### src/verilog/ccs_consts.svh
// Constants for the CPU clock source switch: bit positions, reset values, wait counts.
// Assumes inclusion by bare name from the switch module only.
`ifndef CCS_CONSTS_SVH
`define CCS_CONSTS_SVH

// =====================================================================
// Register image bit positions
`define CCS_MCM_SEL_BIT      0
`define CCS_MCM_STS_BIT      1
`define CCS_PCC_DIV_LSB      0
`define CCS_PCC_DIV_MSB      2
`define CCS_PCC_CSS_BIT      4
`define CCS_PCC_CLS_BIT      5
`define CCS_PCC_STOP_BIT     7
`define CCS_MOC_STOP_BIT     7
`define CCS_RCM_STOP_BIT     0

// =====================================================================
// Reset values
`define CCS_DIV_RST          3'h0
`define CCS_STAB_SEL_RST     3'h4
`define CCS_IMG_RST          8'h00

// =====================================================================
// Switch wait counts, in CPU clocks of the source in use before the switch
`define CCS_HS_INT_RATIO     16'h0085
`define CCS_SUB_ENTRY_BASE   16'h03D1
`define CCS_WAIT_TO_HS       16'h0002
`define CCS_WAIT_FROM_SUB    16'h0002
`define CCS_WAIT_DIV_BASE    16'h0010
`define CCS_DIV_FASTEST      3'h4

`endif

### src/verilog/ccs_pkg.sv
// Types for the CPU clock source switch.
// Assumes nothing of its surroundings.
`default_nettype none

package ccs_pkg;

   // =====================================================================
   // Clock source in use
   typedef enum logic [1:0] {
      CCS_SRC_INT = 2'b00,
      CCS_SRC_HS  = 2'b01,
      CCS_SRC_SUB = 2'b10
   } ccs_src_t;

   // =====================================================================
   // Switch sequencer states
   typedef enum logic [0:0] {
      CCS_ST_IDLE = 1'b0,
      CCS_ST_WAIT = 1'b1
   } ccs_state_t;

endpackage : ccs_pkg

`default_nettype wire

### src/verilog/ccs_clock_switch.sv
// CPU clock source switch: internal, high-speed and subsystem sources plus division.
// Assumes control bits and CPU_CLK_TICK come from logic on SYS_CLK, so no synchronisers.
`include "ccs_consts.svh"
`timescale 1ns/100ps
`default_nettype none

// Every clocked process below is frozen while CLK_EN is low, reset excepted, so a
// frozen block still returns to the internal source on a reset request.
// Switch waits are counted only by CPU_CLK_TICK, never by SYS_CLK, because
// the CPU clock of the source in use is slower than the system clock.
module ccs_clock_switch (
   // Clock, reset and enable
   input  wire logic        SYS_CLK,
   input  wire logic        RSTN,
   input  wire logic        CLK_EN,
   // One pulse per CPU clock of the source in use
   input  wire logic        CPU_CLK_TICK,
   // Software control bits
   input  wire logic        MAIN_CLK_SELECT,
   input  wire logic [2:0]  CPU_DIV,
   input  wire logic        SUBSYS_SELECT,
   input  wire logic        HS_OSC_STOP_PROC,
   input  wire logic        HS_OSC_STOP_MAIN,
   input  wire logic        INT_OSC_STOP,
   // Stabilization handling
   input  wire logic        STAB_TIME_STATUS,
   input  wire logic [2:0]  STAB_TIME_SELECT,
   input  wire logic        STOP_RELEASE_IRQ,
   // Status
   output logic             MAIN_CLK_STATUS,
   output logic             SUBSYS_STATUS,
   output logic [1:0]       CPU_SRC,
   output logic [2:0]       CPU_DIV_ACTIVE,
   output logic             SWITCH_BUSY,
   // Oscillator enables
   output logic             HS_OSC_RUN,
   output logic             INT_OSC_RUN,
   output logic [2:0]       STAB_TIME_ACTIVE,
   // Register read images
   output logic [7:0]       MAIN_CLOCK_MODE_REG,
   output logic [7:0]       PROCESSOR_CLOCK_CTRL_REG,
   output logic [7:0]       MAIN_OSC_CTRL_REG,
   output logic [7:0]       INT_OSC_MODE_REG
);

   // =====================================================================
   // Declarations
   ccs_pkg::ccs_state_t state_reg;
   ccs_pkg::ccs_src_t   src_reg;
   ccs_pkg::ccs_src_t   pend_src_reg;
   ccs_pkg::ccs_src_t   tgt_src;
   logic [2:0]          div_reg;
   logic [2:0]          pend_div_reg;
   logic [15:0]         cnt_reg;
   logic [15:0]         wait_next;
   logic                legal;
   logic                stab_ok;
   logic                start_req;
   logic                done;
   logic                hs_run_next;

   // =====================================================================
   // Wait count for a switch, from the old state
   function automatic logic [15:0] calc_wait(
      input ccs_pkg::ccs_src_t cur,
      input ccs_pkg::ccs_src_t tgt,
      input logic [2:0]        div_old
   );
      logic [2:0]  d;
      logic [15:0] mask;
      logic [15:0] res;
      d    = (div_old > `CCS_DIV_FASTEST) ? `CCS_DIV_FASTEST : div_old;
      mask = (16'h0001 << d) - 16'h0001;
      if (cur == ccs_pkg::CCS_SRC_SUB) begin
         res = `CCS_WAIT_FROM_SUB;
      end else if (tgt == ccs_pkg::CCS_SRC_SUB) begin
         res = (`CCS_SUB_ENTRY_BASE + mask) >> d;
      end else if (cur == ccs_pkg::CCS_SRC_HS && tgt == ccs_pkg::CCS_SRC_INT) begin
         res = (`CCS_HS_INT_RATIO >> d) + 16'h0001;
      end else if (cur == ccs_pkg::CCS_SRC_INT && tgt == ccs_pkg::CCS_SRC_HS) begin
         res = `CCS_WAIT_TO_HS;
      end else begin
         res = `CCS_WAIT_DIV_BASE >> d;
      end
      calc_wait = res;
   endfunction : calc_wait

   // =====================================================================
   // Requested source from the control bits
   always_comb begin
      if (SUBSYS_SELECT) begin
         tgt_src = ccs_pkg::CCS_SRC_SUB;
      end else if (MAIN_CLK_SELECT) begin
         tgt_src = ccs_pkg::CCS_SRC_HS;
      end else begin
         tgt_src = ccs_pkg::CCS_SRC_INT;
      end
   end

   // Subsystem only touches high-speed; an illegal request is simply held off
   assign legal = !((tgt_src == ccs_pkg::CCS_SRC_SUB && src_reg == ccs_pkg::CCS_SRC_INT) ||
                    (src_reg == ccs_pkg::CCS_SRC_SUB && tgt_src == ccs_pkg::CCS_SRC_INT));

   // Leaving the internal oscillator waits for the high-speed clock to settle
   assign stab_ok = !(src_reg == ccs_pkg::CCS_SRC_INT && tgt_src == ccs_pkg::CCS_SRC_HS)
                    || STAB_TIME_STATUS;

   // A switch starts when the request differs from what is applied
   assign start_req = (state_reg == ccs_pkg::CCS_ST_IDLE) && legal && stab_ok &&
                      ((tgt_src != src_reg) || (CPU_DIV != div_reg));

   // The last tick of the old clock completes the switch
   assign done = (state_reg == ccs_pkg::CCS_ST_WAIT) && CPU_CLK_TICK &&
                 (cnt_reg == 16'h0001);

   assign wait_next = calc_wait(src_reg, tgt_src, div_reg);

   // =====================================================================
   // Sequencer state
   always_ff @(posedge SYS_CLK) begin
      if (!RSTN) begin
         state_reg <= ccs_pkg::CCS_ST_IDLE;
      end else if (CLK_EN) begin
         case (state_reg)
            ccs_pkg::CCS_ST_IDLE: begin
               if (start_req) begin
                  state_reg <= ccs_pkg::CCS_ST_WAIT;
               end
            end
            ccs_pkg::CCS_ST_WAIT: begin
               if (done) begin
                  state_reg <= ccs_pkg::CCS_ST_IDLE;
               end
            end
            default: begin
               state_reg <= ccs_pkg::CCS_ST_IDLE;
            end
         endcase
      end
   end

   // =====================================================================
   // Pending target, captured once so later writes wait for the next switch
   always_ff @(posedge SYS_CLK) begin
      if (!RSTN) begin
         pend_src_reg <= ccs_pkg::CCS_SRC_INT;
         pend_div_reg <= `CCS_DIV_RST;
      end else if (CLK_EN && start_req) begin
         pend_src_reg <= tgt_src;
         pend_div_reg <= CPU_DIV;
      end
   end

   // =====================================================================
   // Wait counter, stepped only by ticks of the clock still in use
   always_ff @(posedge SYS_CLK) begin
      if (!RSTN) begin
         cnt_reg <= 16'h0000;
      end else if (CLK_EN) begin
         if (start_req) begin
            cnt_reg <= wait_next;
         end else if (state_reg == ccs_pkg::CCS_ST_WAIT && CPU_CLK_TICK) begin
            cnt_reg <= cnt_reg - 16'h0001;
         end
      end
   end

   // =====================================================================
   // Applied source and division, updated only at completion
   always_ff @(posedge SYS_CLK) begin
      if (!RSTN) begin
         src_reg <= ccs_pkg::CCS_SRC_INT;
         div_reg <= `CCS_DIV_RST;
      end else if (CLK_EN && done) begin
         src_reg <= pend_src_reg;
         div_reg <= pend_div_reg;
      end
   end

   // =====================================================================
   // Status flags follow completion, never the control write
   always_ff @(posedge SYS_CLK) begin
      if (!RSTN) begin
         MAIN_CLK_STATUS <= 1'b0;
         SUBSYS_STATUS   <= 1'b0;
      end else if (CLK_EN && done) begin
         MAIN_CLK_STATUS <= (pend_src_reg != ccs_pkg::CCS_SRC_INT);
         SUBSYS_STATUS   <= (pend_src_reg == ccs_pkg::CCS_SRC_SUB);
      end
   end

   // =====================================================================
   // Applied source and division as outputs, updated with the status pair
   always_ff @(posedge SYS_CLK) begin
      if (!RSTN) begin
         CPU_SRC        <= ccs_pkg::CCS_SRC_INT;
         CPU_DIV_ACTIVE <= `CCS_DIV_RST;
      end else if (CLK_EN && done) begin
         CPU_SRC        <= pend_src_reg;
         CPU_DIV_ACTIVE <= pend_div_reg;
      end
   end

   // =====================================================================
   // Busy flag, high from start until the completing tick
   always_ff @(posedge SYS_CLK) begin
      if (!RSTN) begin
         SWITCH_BUSY <= 1'b0;
      end else if (CLK_EN) begin
         if (start_req) begin
            SWITCH_BUSY <= 1'b1;
         end else if (done) begin
            SWITCH_BUSY <= 1'b0;
         end
      end
   end

   // =====================================================================
   // High-speed oscillator stop: which bit counts depends on the source
   always_comb begin
      case (src_reg)
         ccs_pkg::CCS_SRC_HS:  hs_run_next = 1'b1;
         ccs_pkg::CCS_SRC_INT: hs_run_next = !HS_OSC_STOP_MAIN;
         ccs_pkg::CCS_SRC_SUB: hs_run_next = !HS_OSC_STOP_PROC;
         default:              hs_run_next = 1'b1;
      endcase
   end

   // High-speed enable; a switch in flight keeps high-speed running too
   always_ff @(posedge SYS_CLK) begin
      if (!RSTN) begin
         HS_OSC_RUN <= 1'b1;
      end else if (CLK_EN) begin
         HS_OSC_RUN <= hs_run_next || SWITCH_BUSY;
      end
   end

   // Internal enable; its stop bit is ignored while it clocks the CPU,
   // since stopping it then would leave the CPU with no clock at all
   always_ff @(posedge SYS_CLK) begin
      if (!RSTN) begin
         INT_OSC_RUN <= 1'b1;
      end else if (CLK_EN) begin
         INT_OSC_RUN <= !INT_OSC_STOP || (src_reg == ccs_pkg::CCS_SRC_INT);
      end
   end

   // =====================================================================
   // Stabilization selection is adopted only on stop release during high-speed
   always_ff @(posedge SYS_CLK) begin
      if (!RSTN) begin
         STAB_TIME_ACTIVE <= `CCS_STAB_SEL_RST;
      end else if (CLK_EN && STOP_RELEASE_IRQ && src_reg == ccs_pkg::CCS_SRC_HS) begin
         STAB_TIME_ACTIVE <= STAB_TIME_SELECT;
      end
   end

   // =====================================================================
   // Main clock mode image; status comes from the completed state
   always_ff @(posedge SYS_CLK) begin
      if (!RSTN) begin
         MAIN_CLOCK_MODE_REG <= `CCS_IMG_RST;
      end else if (CLK_EN) begin
         MAIN_CLOCK_MODE_REG <= `CCS_IMG_RST;
         MAIN_CLOCK_MODE_REG[`CCS_MCM_SEL_BIT] <= MAIN_CLK_SELECT;
         MAIN_CLOCK_MODE_REG[`CCS_MCM_STS_BIT] <= (src_reg != ccs_pkg::CCS_SRC_INT);
      end
   end

   // =====================================================================
   // Processor clock control image; written bits as set, status as applied
   always_ff @(posedge SYS_CLK) begin
      if (!RSTN) begin
         PROCESSOR_CLOCK_CTRL_REG <= `CCS_IMG_RST;
      end else if (CLK_EN) begin
         PROCESSOR_CLOCK_CTRL_REG <= `CCS_IMG_RST;
         PROCESSOR_CLOCK_CTRL_REG[`CCS_PCC_DIV_MSB:`CCS_PCC_DIV_LSB] <= CPU_DIV;
         PROCESSOR_CLOCK_CTRL_REG[`CCS_PCC_CSS_BIT] <= SUBSYS_SELECT;
         PROCESSOR_CLOCK_CTRL_REG[`CCS_PCC_CLS_BIT] <= (src_reg == ccs_pkg::CCS_SRC_SUB);
         PROCESSOR_CLOCK_CTRL_REG[`CCS_PCC_STOP_BIT] <= HS_OSC_STOP_PROC;
      end
   end

   // =====================================================================
   // Main oscillator control image
   always_ff @(posedge SYS_CLK) begin
      if (!RSTN) begin
         MAIN_OSC_CTRL_REG <= `CCS_IMG_RST;
      end else if (CLK_EN) begin
         MAIN_OSC_CTRL_REG <= `CCS_IMG_RST;
         MAIN_OSC_CTRL_REG[`CCS_MOC_STOP_BIT] <= HS_OSC_STOP_MAIN;
      end
   end

   // =====================================================================
   // Internal oscillator mode image
   always_ff @(posedge SYS_CLK) begin
      if (!RSTN) begin
         INT_OSC_MODE_REG <= `CCS_IMG_RST;
      end else if (CLK_EN) begin
         INT_OSC_MODE_REG <= `CCS_IMG_RST;
         INT_OSC_MODE_REG[`CCS_RCM_STOP_BIT] <= INT_OSC_STOP;
      end
   end

endmodule : ccs_clock_switch

`default_nettype wire

### config.mk
export PLATFORM = sky130hd
export DESIGN_NAME = ccs_clock_switch
export DESIGN_NICKNAME = d
export VERILOG_FILES = /design/src/verilog/ccs_pkg.sv /design/src/verilog/ccs_clock_switch.sv
export VERILOG_INCLUDE_DIRS = /design/src /design/src/verilog
export SDC_FILE = /design/constraint.sdc
export NUM_CORES = 1
export LEC_CHECK = 0
export ABC_AREA = 0
export BUFFER_PORTS_ARGS = -buffer_cell sky130_fd_sc_hd__buf_4
export CORE_ASPECT_RATIO = 1.2
export CORE_MARGIN = 2
export CORE_UTILIZATION = 40
export DETAILED_ROUTE_END_ITERATION = 16
export MAX_ROUTING_LAYER = met4
export PLACE_DENSITY_LB_ADDON = 0.3
export SLEW_MARGIN = 5
export SYNTH_ARGS = -nofsm -noshare
export SYNTH_HDL_FRONTEND = slang
export SYNTH_SLANG_ARGS = --single-unit
### constraint.sdc
create_clock -name SYS_CLK -period 6.11 [get_ports SYS_CLK]
set_clock_uncertainty 0.2 [all_clocks]
set_input_delay 1.222 -clock SYS_CLK [delete_from_list [all_inputs] [get_ports SYS_CLK]]
set_output_delay 1.222 -clock SYS_CLK [all_outputs]
set_load 0.02 [all_outputs]
## After elaboration in Yosys (flattened, before gate mapping)

Index checks and enable logic that the tools add are counted.

- Bits in registers: 45
- Output and inout port bits: 45
- Logic and storage cells: 80

- Add/sub/neg operators: 4
- Order comparisons: 1
- Eq/ne operators: 8
- Shift operators: 4
- Muxes and demuxes: 15
- Bitwise gates (word level): 1
- Reduce and logical (&&, ||, !) cells: 31

Operators with widths:

| kind | number |
|---|---|
| two-way mux 16 bit | 6 |
| subtractor 16 x 1 -> 16 bit, second input constant | 2 |
| adder 10 x 16 -> 16 bit, first input constant | 1 |
| adder 16 x 1 -> 16 bit, second input constant | 1 |
| == test 16 x 1 -> 1 bit, second input constant | 1 |
| << shifter 1 x 3 -> 16 bit, first input constant | 1 |
| right shift 16 x 3 -> 16 bit | 1 |
| right shift 5 x 3 -> 16 bit, first input constant | 1 |
| right shift 8 x 3 -> 16 bit, first input constant | 1 |
| logical AND 1 bit | 13 |
| nonzero test 2 bit | 4 |
| == test 2 bit, second input constant | 3 |
| zero test 1 bit | 5 |
| logical OR 1 bit | 5 |
| two-way mux 1 bit | 5 |
| == test 2 x 1 -> 1 bit, second input constant | 2 |
| zero test 2 bit | 2 |
| case mux 1 bit (2 select lines) | 2 |
| AND reduction 2 bit | 2 |
| greater-than comparator 3 bit, second input constant | 1 |
| two-way mux 3 bit | 1 |
| inequality test 3 bit | 1 |
| two-way mux 2 bit | 1 |
| inequality test 2 bit | 1 |
| NOT 1 bit | 1 |

## Longest topological paths before layout

- Depth after elaboration: 11
- Mapped depth: 9

## Worst setup path before layout

OpenSTA, ideal clock, no wires.

- Kind: input -> register
- Start point: in SUBSYS_SELECT
- End point: reg cnt_reg[14]
- Arrival: 2.913 ns
- Data required time: 5.839 ns
- Path slack: 2.927 ns
- Cell stages on the path: 8
- Path buffers: 2
- Path through: buf_2 > and2b_1 > xor2_1 > o31a_1 > a21oi_1 > buf_2 > or4_1 > a21oi_1

- Cells in the longest elaborated chain, start to end: 10

RTL lines:

| item | line | RTL |
|---|---|---|
| start: declaration | ccs_clock_switch.sv:21 | `input wire logic SUBSYS_SELECT,` |
| two-way mux 2 bit (*) | ccs_clock_switch.sv:91 | `if (SUBSYS_SELECT) begin` |
| == test 2 bit or zero test 2 bit (tied branches) | - |  |
| logical AND 1 bit (on tied branches) | ccs_clock_switch.sv:101, ccs_clock_switch.sv:102 |  |
| logical OR 1 bit | ccs_clock_switch.sv:101 | `assign legal = !((tgt_src == ccs_pkg::CCS_SRC_SUB && src_reg == ccs_pkg::CCS_SRC_INT) \|\|` |
| zero test 1 bit | ccs_clock_switch.sv:101 |  |
| logical AND 1 bit (3 in series) | ccs_clock_switch.sv:109 | `assign start_req = (state_reg == ccs_pkg::CCS_ST_IDLE) && legal && stab_ok &&` |
| nonzero test 2 bit (no line) | - |  |
| AND reduction 2 bit (no line) | - |  |
| end signal: assignment | ccs_clock_switch.sv:161 | `cnt_reg <= wait_next;` |
| end signal: assignment | ccs_clock_switch.sv:163 | `cnt_reg <= cnt_reg - 16'h0001;` |
| end: declaration | ccs_clock_switch.sv:54 | `logic [15:0] cnt_reg;` |

Every way passes the cells marked *; elsewhere a longest branch is shown, timed or not.
A chain may end at the register's enable or synchronous reset.

## Worst setup path in the final report

- Start point: in SUBSYS_SELECT
- End point: reg cnt_reg[2]

The elaborated chain is that of the path after synthesis.

==> results.md <==
### Floorplan
* 6940 µm² — area of the die
* 31 — std cell rows
* 0.4156 — starting utilization of the core area
* 76.39 µm — Die Width
* 62 — boundary pin count
* 90.86 µm — floorplan die height
* 6051 µm² — placeable core area

### Timing
* 0 — number of max-slew violations in the final report
* 1.067 ns — slew at the pin with the worst max-slew slack
* no — unrepaired setup endpoints after global routing
* 0 — setup-violating endpoint count in the final report
* 0.5486 — fraction of the cycle the final worst path needs
* 0 — Hold Vio Cnt, Final
* 2.758 ns — final worst-path setup slack
* 0.2786 — worst max-slew margin expressed relative to the limit
* 3.352 ns — minimum period implied by the final worst setup slack
* 298.3 MHz — Peak Freq
* 0 ns — Total Negative Setup Slacks

### CTS
* 2 — H-tree level count
* 0 — number of buffers inserted to repair setup after CTS
* 0.30 ns — Clock Latency Late Sink
* 5 — clock buffers created by TritonCTS
* 0.09 ns — clock transition at the registers of the reported paths
* 45 — number of clock sinks
* 0 — hold_buf cts
* clkbuf_8 — cell at the root of the clock tree
* 2 — buffers from clock root to sink, at most
* 0 — post-cts sizing count
* done — clock tree from TritonCTS

### Worst setup path
* cnt_reg[6] — reg-to-reg critical path endpoint
* compound AO/OA/AOI/OAI gates — cell class contributing the biggest share of worst-path delay
* 3.35 ns — R2R setup slack
* 0.75 ns — worst stage delay on the critical path
* primary input — Setup crit start kind
* 1 — worst path bufs/invs
* buf_4 -> and2b_1 -> xor2_1 -> o31a_1 -> a21oi_1 -> nor2_1 -> o221a_2 — cell breakdown of the critical path
* 3.34 ns — data arrival at the endpoint of the critical path
* 18 — critical path peak fanout
* a21oi_1 — slowest library cell on the worst path
* CPU_SRC[0] — Reg2Reg Launch Point
* 6 — cells on worst reg2reg path
* 6.10 ns — data required time at the worst endpoint
* primary input to register — type of the worst setup path
* register — Critical Path End Type

### Synthesis
* 305 — number of standard cells after synthesis
* 2515 µm² — area of the mapped netlist
* 45 — synthesized flop and latch total
* 57 — Netlist cell types
* 0 — proportion of synthesized flip-flops having asynchronous set or reset
* 0 — synth warn
* 8.246 µm² — average instance area after synthesis
* dfxtp_1 — most used flip-flop cell after synthesis
* 0.3582 — fraction of the yosys area taken by sequential cells
* 0 — number of synthesized flops with an enable pin

### Global routing
* 32 — maximum number of pins on one net before global-route repair
* 0 — total congestion overflow after global routing
* 0 — initial antenna violation count
* 9321 µm — wire length of the first global-routing pass
* 1987 — via count of the first global-routing pass
* 0.1685 — combined global-route utilization of all metal layers

### Layout
* 16 — Largest register FFs
* 0.1807 — proportion of layout cells with a drive suffix above 1
* 900.9 µm² — Register Area
* 414 — non-filler instance count after layout
* 1418 µm² — combined area of the multi-input logic cells
* 641 — filler cell count
* 350 — nets@finish
* 0 — diodes inserted
* 13.73% — Layout Area Growth over Synthesis

### Routing
* 5598 µm — final routed wirelength across all metal layers
* 4 — first drt pass iteration count
* 2210 — vias
* 13.52 µm — DR WL/cell
* 0 — Post-route DRC
* 68 — number of violations reported at the end of detailed-routing iteration 0
* 5.338 — via density per instance
* 0 — Antenna Violating Nets Remaining

### Placement
* 0.8427 — GPL Wtd Cong
* 406 — Inst Count DP
* 4045 µm — total half-perimeter wirelength after legalization and detailed placement
* 2.460 ns — worst setup timing slack at the placement stage
* 39 — count of input and output buffers

### Pwr
* 165.4 µV — worst vdd ir
* 0.184 — portion of total power attributed to combinational logic
* 1.277 nW — leak pwr
* 0.4864 mW — internal power of the cells
* 0.2790 — switching power as a share of total power
* 0.1882 mW — Net Sw Power
* 235.8 nW/µm² — cell area power density
* 0.345 — fraction of power consumed by the clock network
* 0.471 — power share of the sequential group

### Flow run
* 0 — total of max-cap violations

### Min path
* register to register — classification of the worst-slack hold path
* SUBSYS_STATUS — hold path startpoint
* SUBSYS_STATUS — destination of the worst hold path
* 2 — instance count along the most critical hold path

### Run status
* finished clean — result of the run

-- metal layers --
| metal | GRT usage | wire length (µm) |
|---|---|---|
| met5 | - | 0 |
| met3 | 0.03300 | 268 |
| met1 | 0.1945 | 2386 |
| met4 | 0.06364 | 142 |
| met2 | 0.2883 | 2801 |
-- worst max path at each step --
stage | end | from | slack (ns) | cells after the start
after floorplan | cnt_reg[14] | SUBSYS_SELECT | 2.93 | 8
after global placement | cnt_reg[2] | SUBSYS_SELECT | 2.52 | 7
after detailed placement | cnt_reg[2] | SUBSYS_SELECT | 2.46 | 7
after CTS | cnt_reg[2] | SUBSYS_SELECT | 2.78 | 7
after global routing | cnt_reg[2] | SUBSYS_SELECT | 2.62 | 7
final | cnt_reg[2] | SUBSYS_SELECT | 2.76 | 7
-- through the flow --
step	util	instance area (µm²)	power (mW)	hold slack (ns)
2_1_floorplan	-	2594	0.4249	0.2512
3_5_place_dp	0.4535	2744	0.4482	0.2544
6_report	0.4727	2860	0.6745	0.2659
5_1_grt	0.4727	2860	0.7050	0.2939
4_1_cts	0.4727	2860	0.6789	0.2695
3_3_place_gp	0.4535	2744	0.4457	0.2501
-- cell usage after synthesis (2+ instances only) --
cell type   n  share of area
o21ai_0     8          0.016
nand2b_1    2         0.0050
nor2b_1     2         0.0050
and3_1      3         0.0075
a22oi_1     2         0.0060
buf_2       7          0.014
nor3_1      8          0.016
a21oi_1    21          0.042
o31a_1      3          0.010
or4_1       6          0.018
o221a_2     2         0.0090
mux2i_1    22          0.088
o31ai_1     8          0.024
ha_1        2         0.0099
clkbuf_1   11          0.016
a211oi_1    2         0.0060
a31oi_1     3         0.0075
nor4b_1     3          0.010
xnor2_1     5          0.017
nand3_1     6          0.012
dfxtp_1    45           0.36
nor2_1     42          0.063
nor4_1      3         0.0075
buf_4      22          0.066
or3_1       2         0.0050
nand4_1     2         0.0050
or2_2       4         0.0099
nand2_1    21          0.031
a21o_1      2         0.0060
or3_2       2         0.0060
inv_1       8          0.012
-- cell usage in the layout, fill, tap and decap left out, types with 5 or more instances in the layout --
cell type / synthesis / layout
a21oi_1: 21 / 21
buf_4: 22 / 39
clkbuf_8: 0 / 6
conb_1: 1 / 22
dfxtp_1: 45 / 45
inv_1: 8 / 8
mux2i_1: 22 / 22
nand2_1: 21 / 21
nand3_1: 6 / 6
nor2_1: 42 / 42
nor3_1: 8 / 8
o21ai_0: 8 / 8
o31ai_1: 8 / 8
or4_1: 6 / 6
xnor2_1: 5 / 5
-- cell type report --
| type | instances | area share |
|---|---|---|
| sequential | 45 | 0.3150 |
| clock buffer | 7 | 0.03018 |
| timing repair buffer | 39 | 0.1024 |
| tap | 82 | 0.03587 |
| clock inverter | 1 | 0.01050 |
| multi-input combinational | 232 | 0.4956 |
| inverter | 8 | 0.01050 |
-- logic make-up (layout without fill, tap and decap cells) --
group           count (synthesis)  after routing  share of synthesized area
other cells                     1             22                   0.001491
xor+xnor                        6              6                    0.02090
fa+ha+maj                       2              2                   0.009949
buf+inv                        49             55                     0.1095
simple gates                  115            115                     0.2373
mux                            22             22                    0.08756
flops                          45             45                     0.3582
compound gates                 65             65                     0.1751
-- power groups by stage --
stage          registers (mW)  clock network, mW  logic (mW)
3_5_place_dp            0.324                  0       0.124
6_report                0.318              0.233       0.124
3_3_place_gp            0.324                  0       0.122
2_1_floorplan           0.327                  0      0.0981
5_1_grt                 0.320              0.249       0.136
4_1_cts                 0.317              0.237       0.124
-- tightest hold or removal path, delay by kind of cell, from the launching register on --
kind | cells | cell delay [ns]
AO/OA/AOI/OAI | 1 | 0.04
flip-flops | 1 | 0.32
AND/OR/NAND/NOR | 1 | 0.06
No activity file was read; power rests on OpenSTA's default activity.
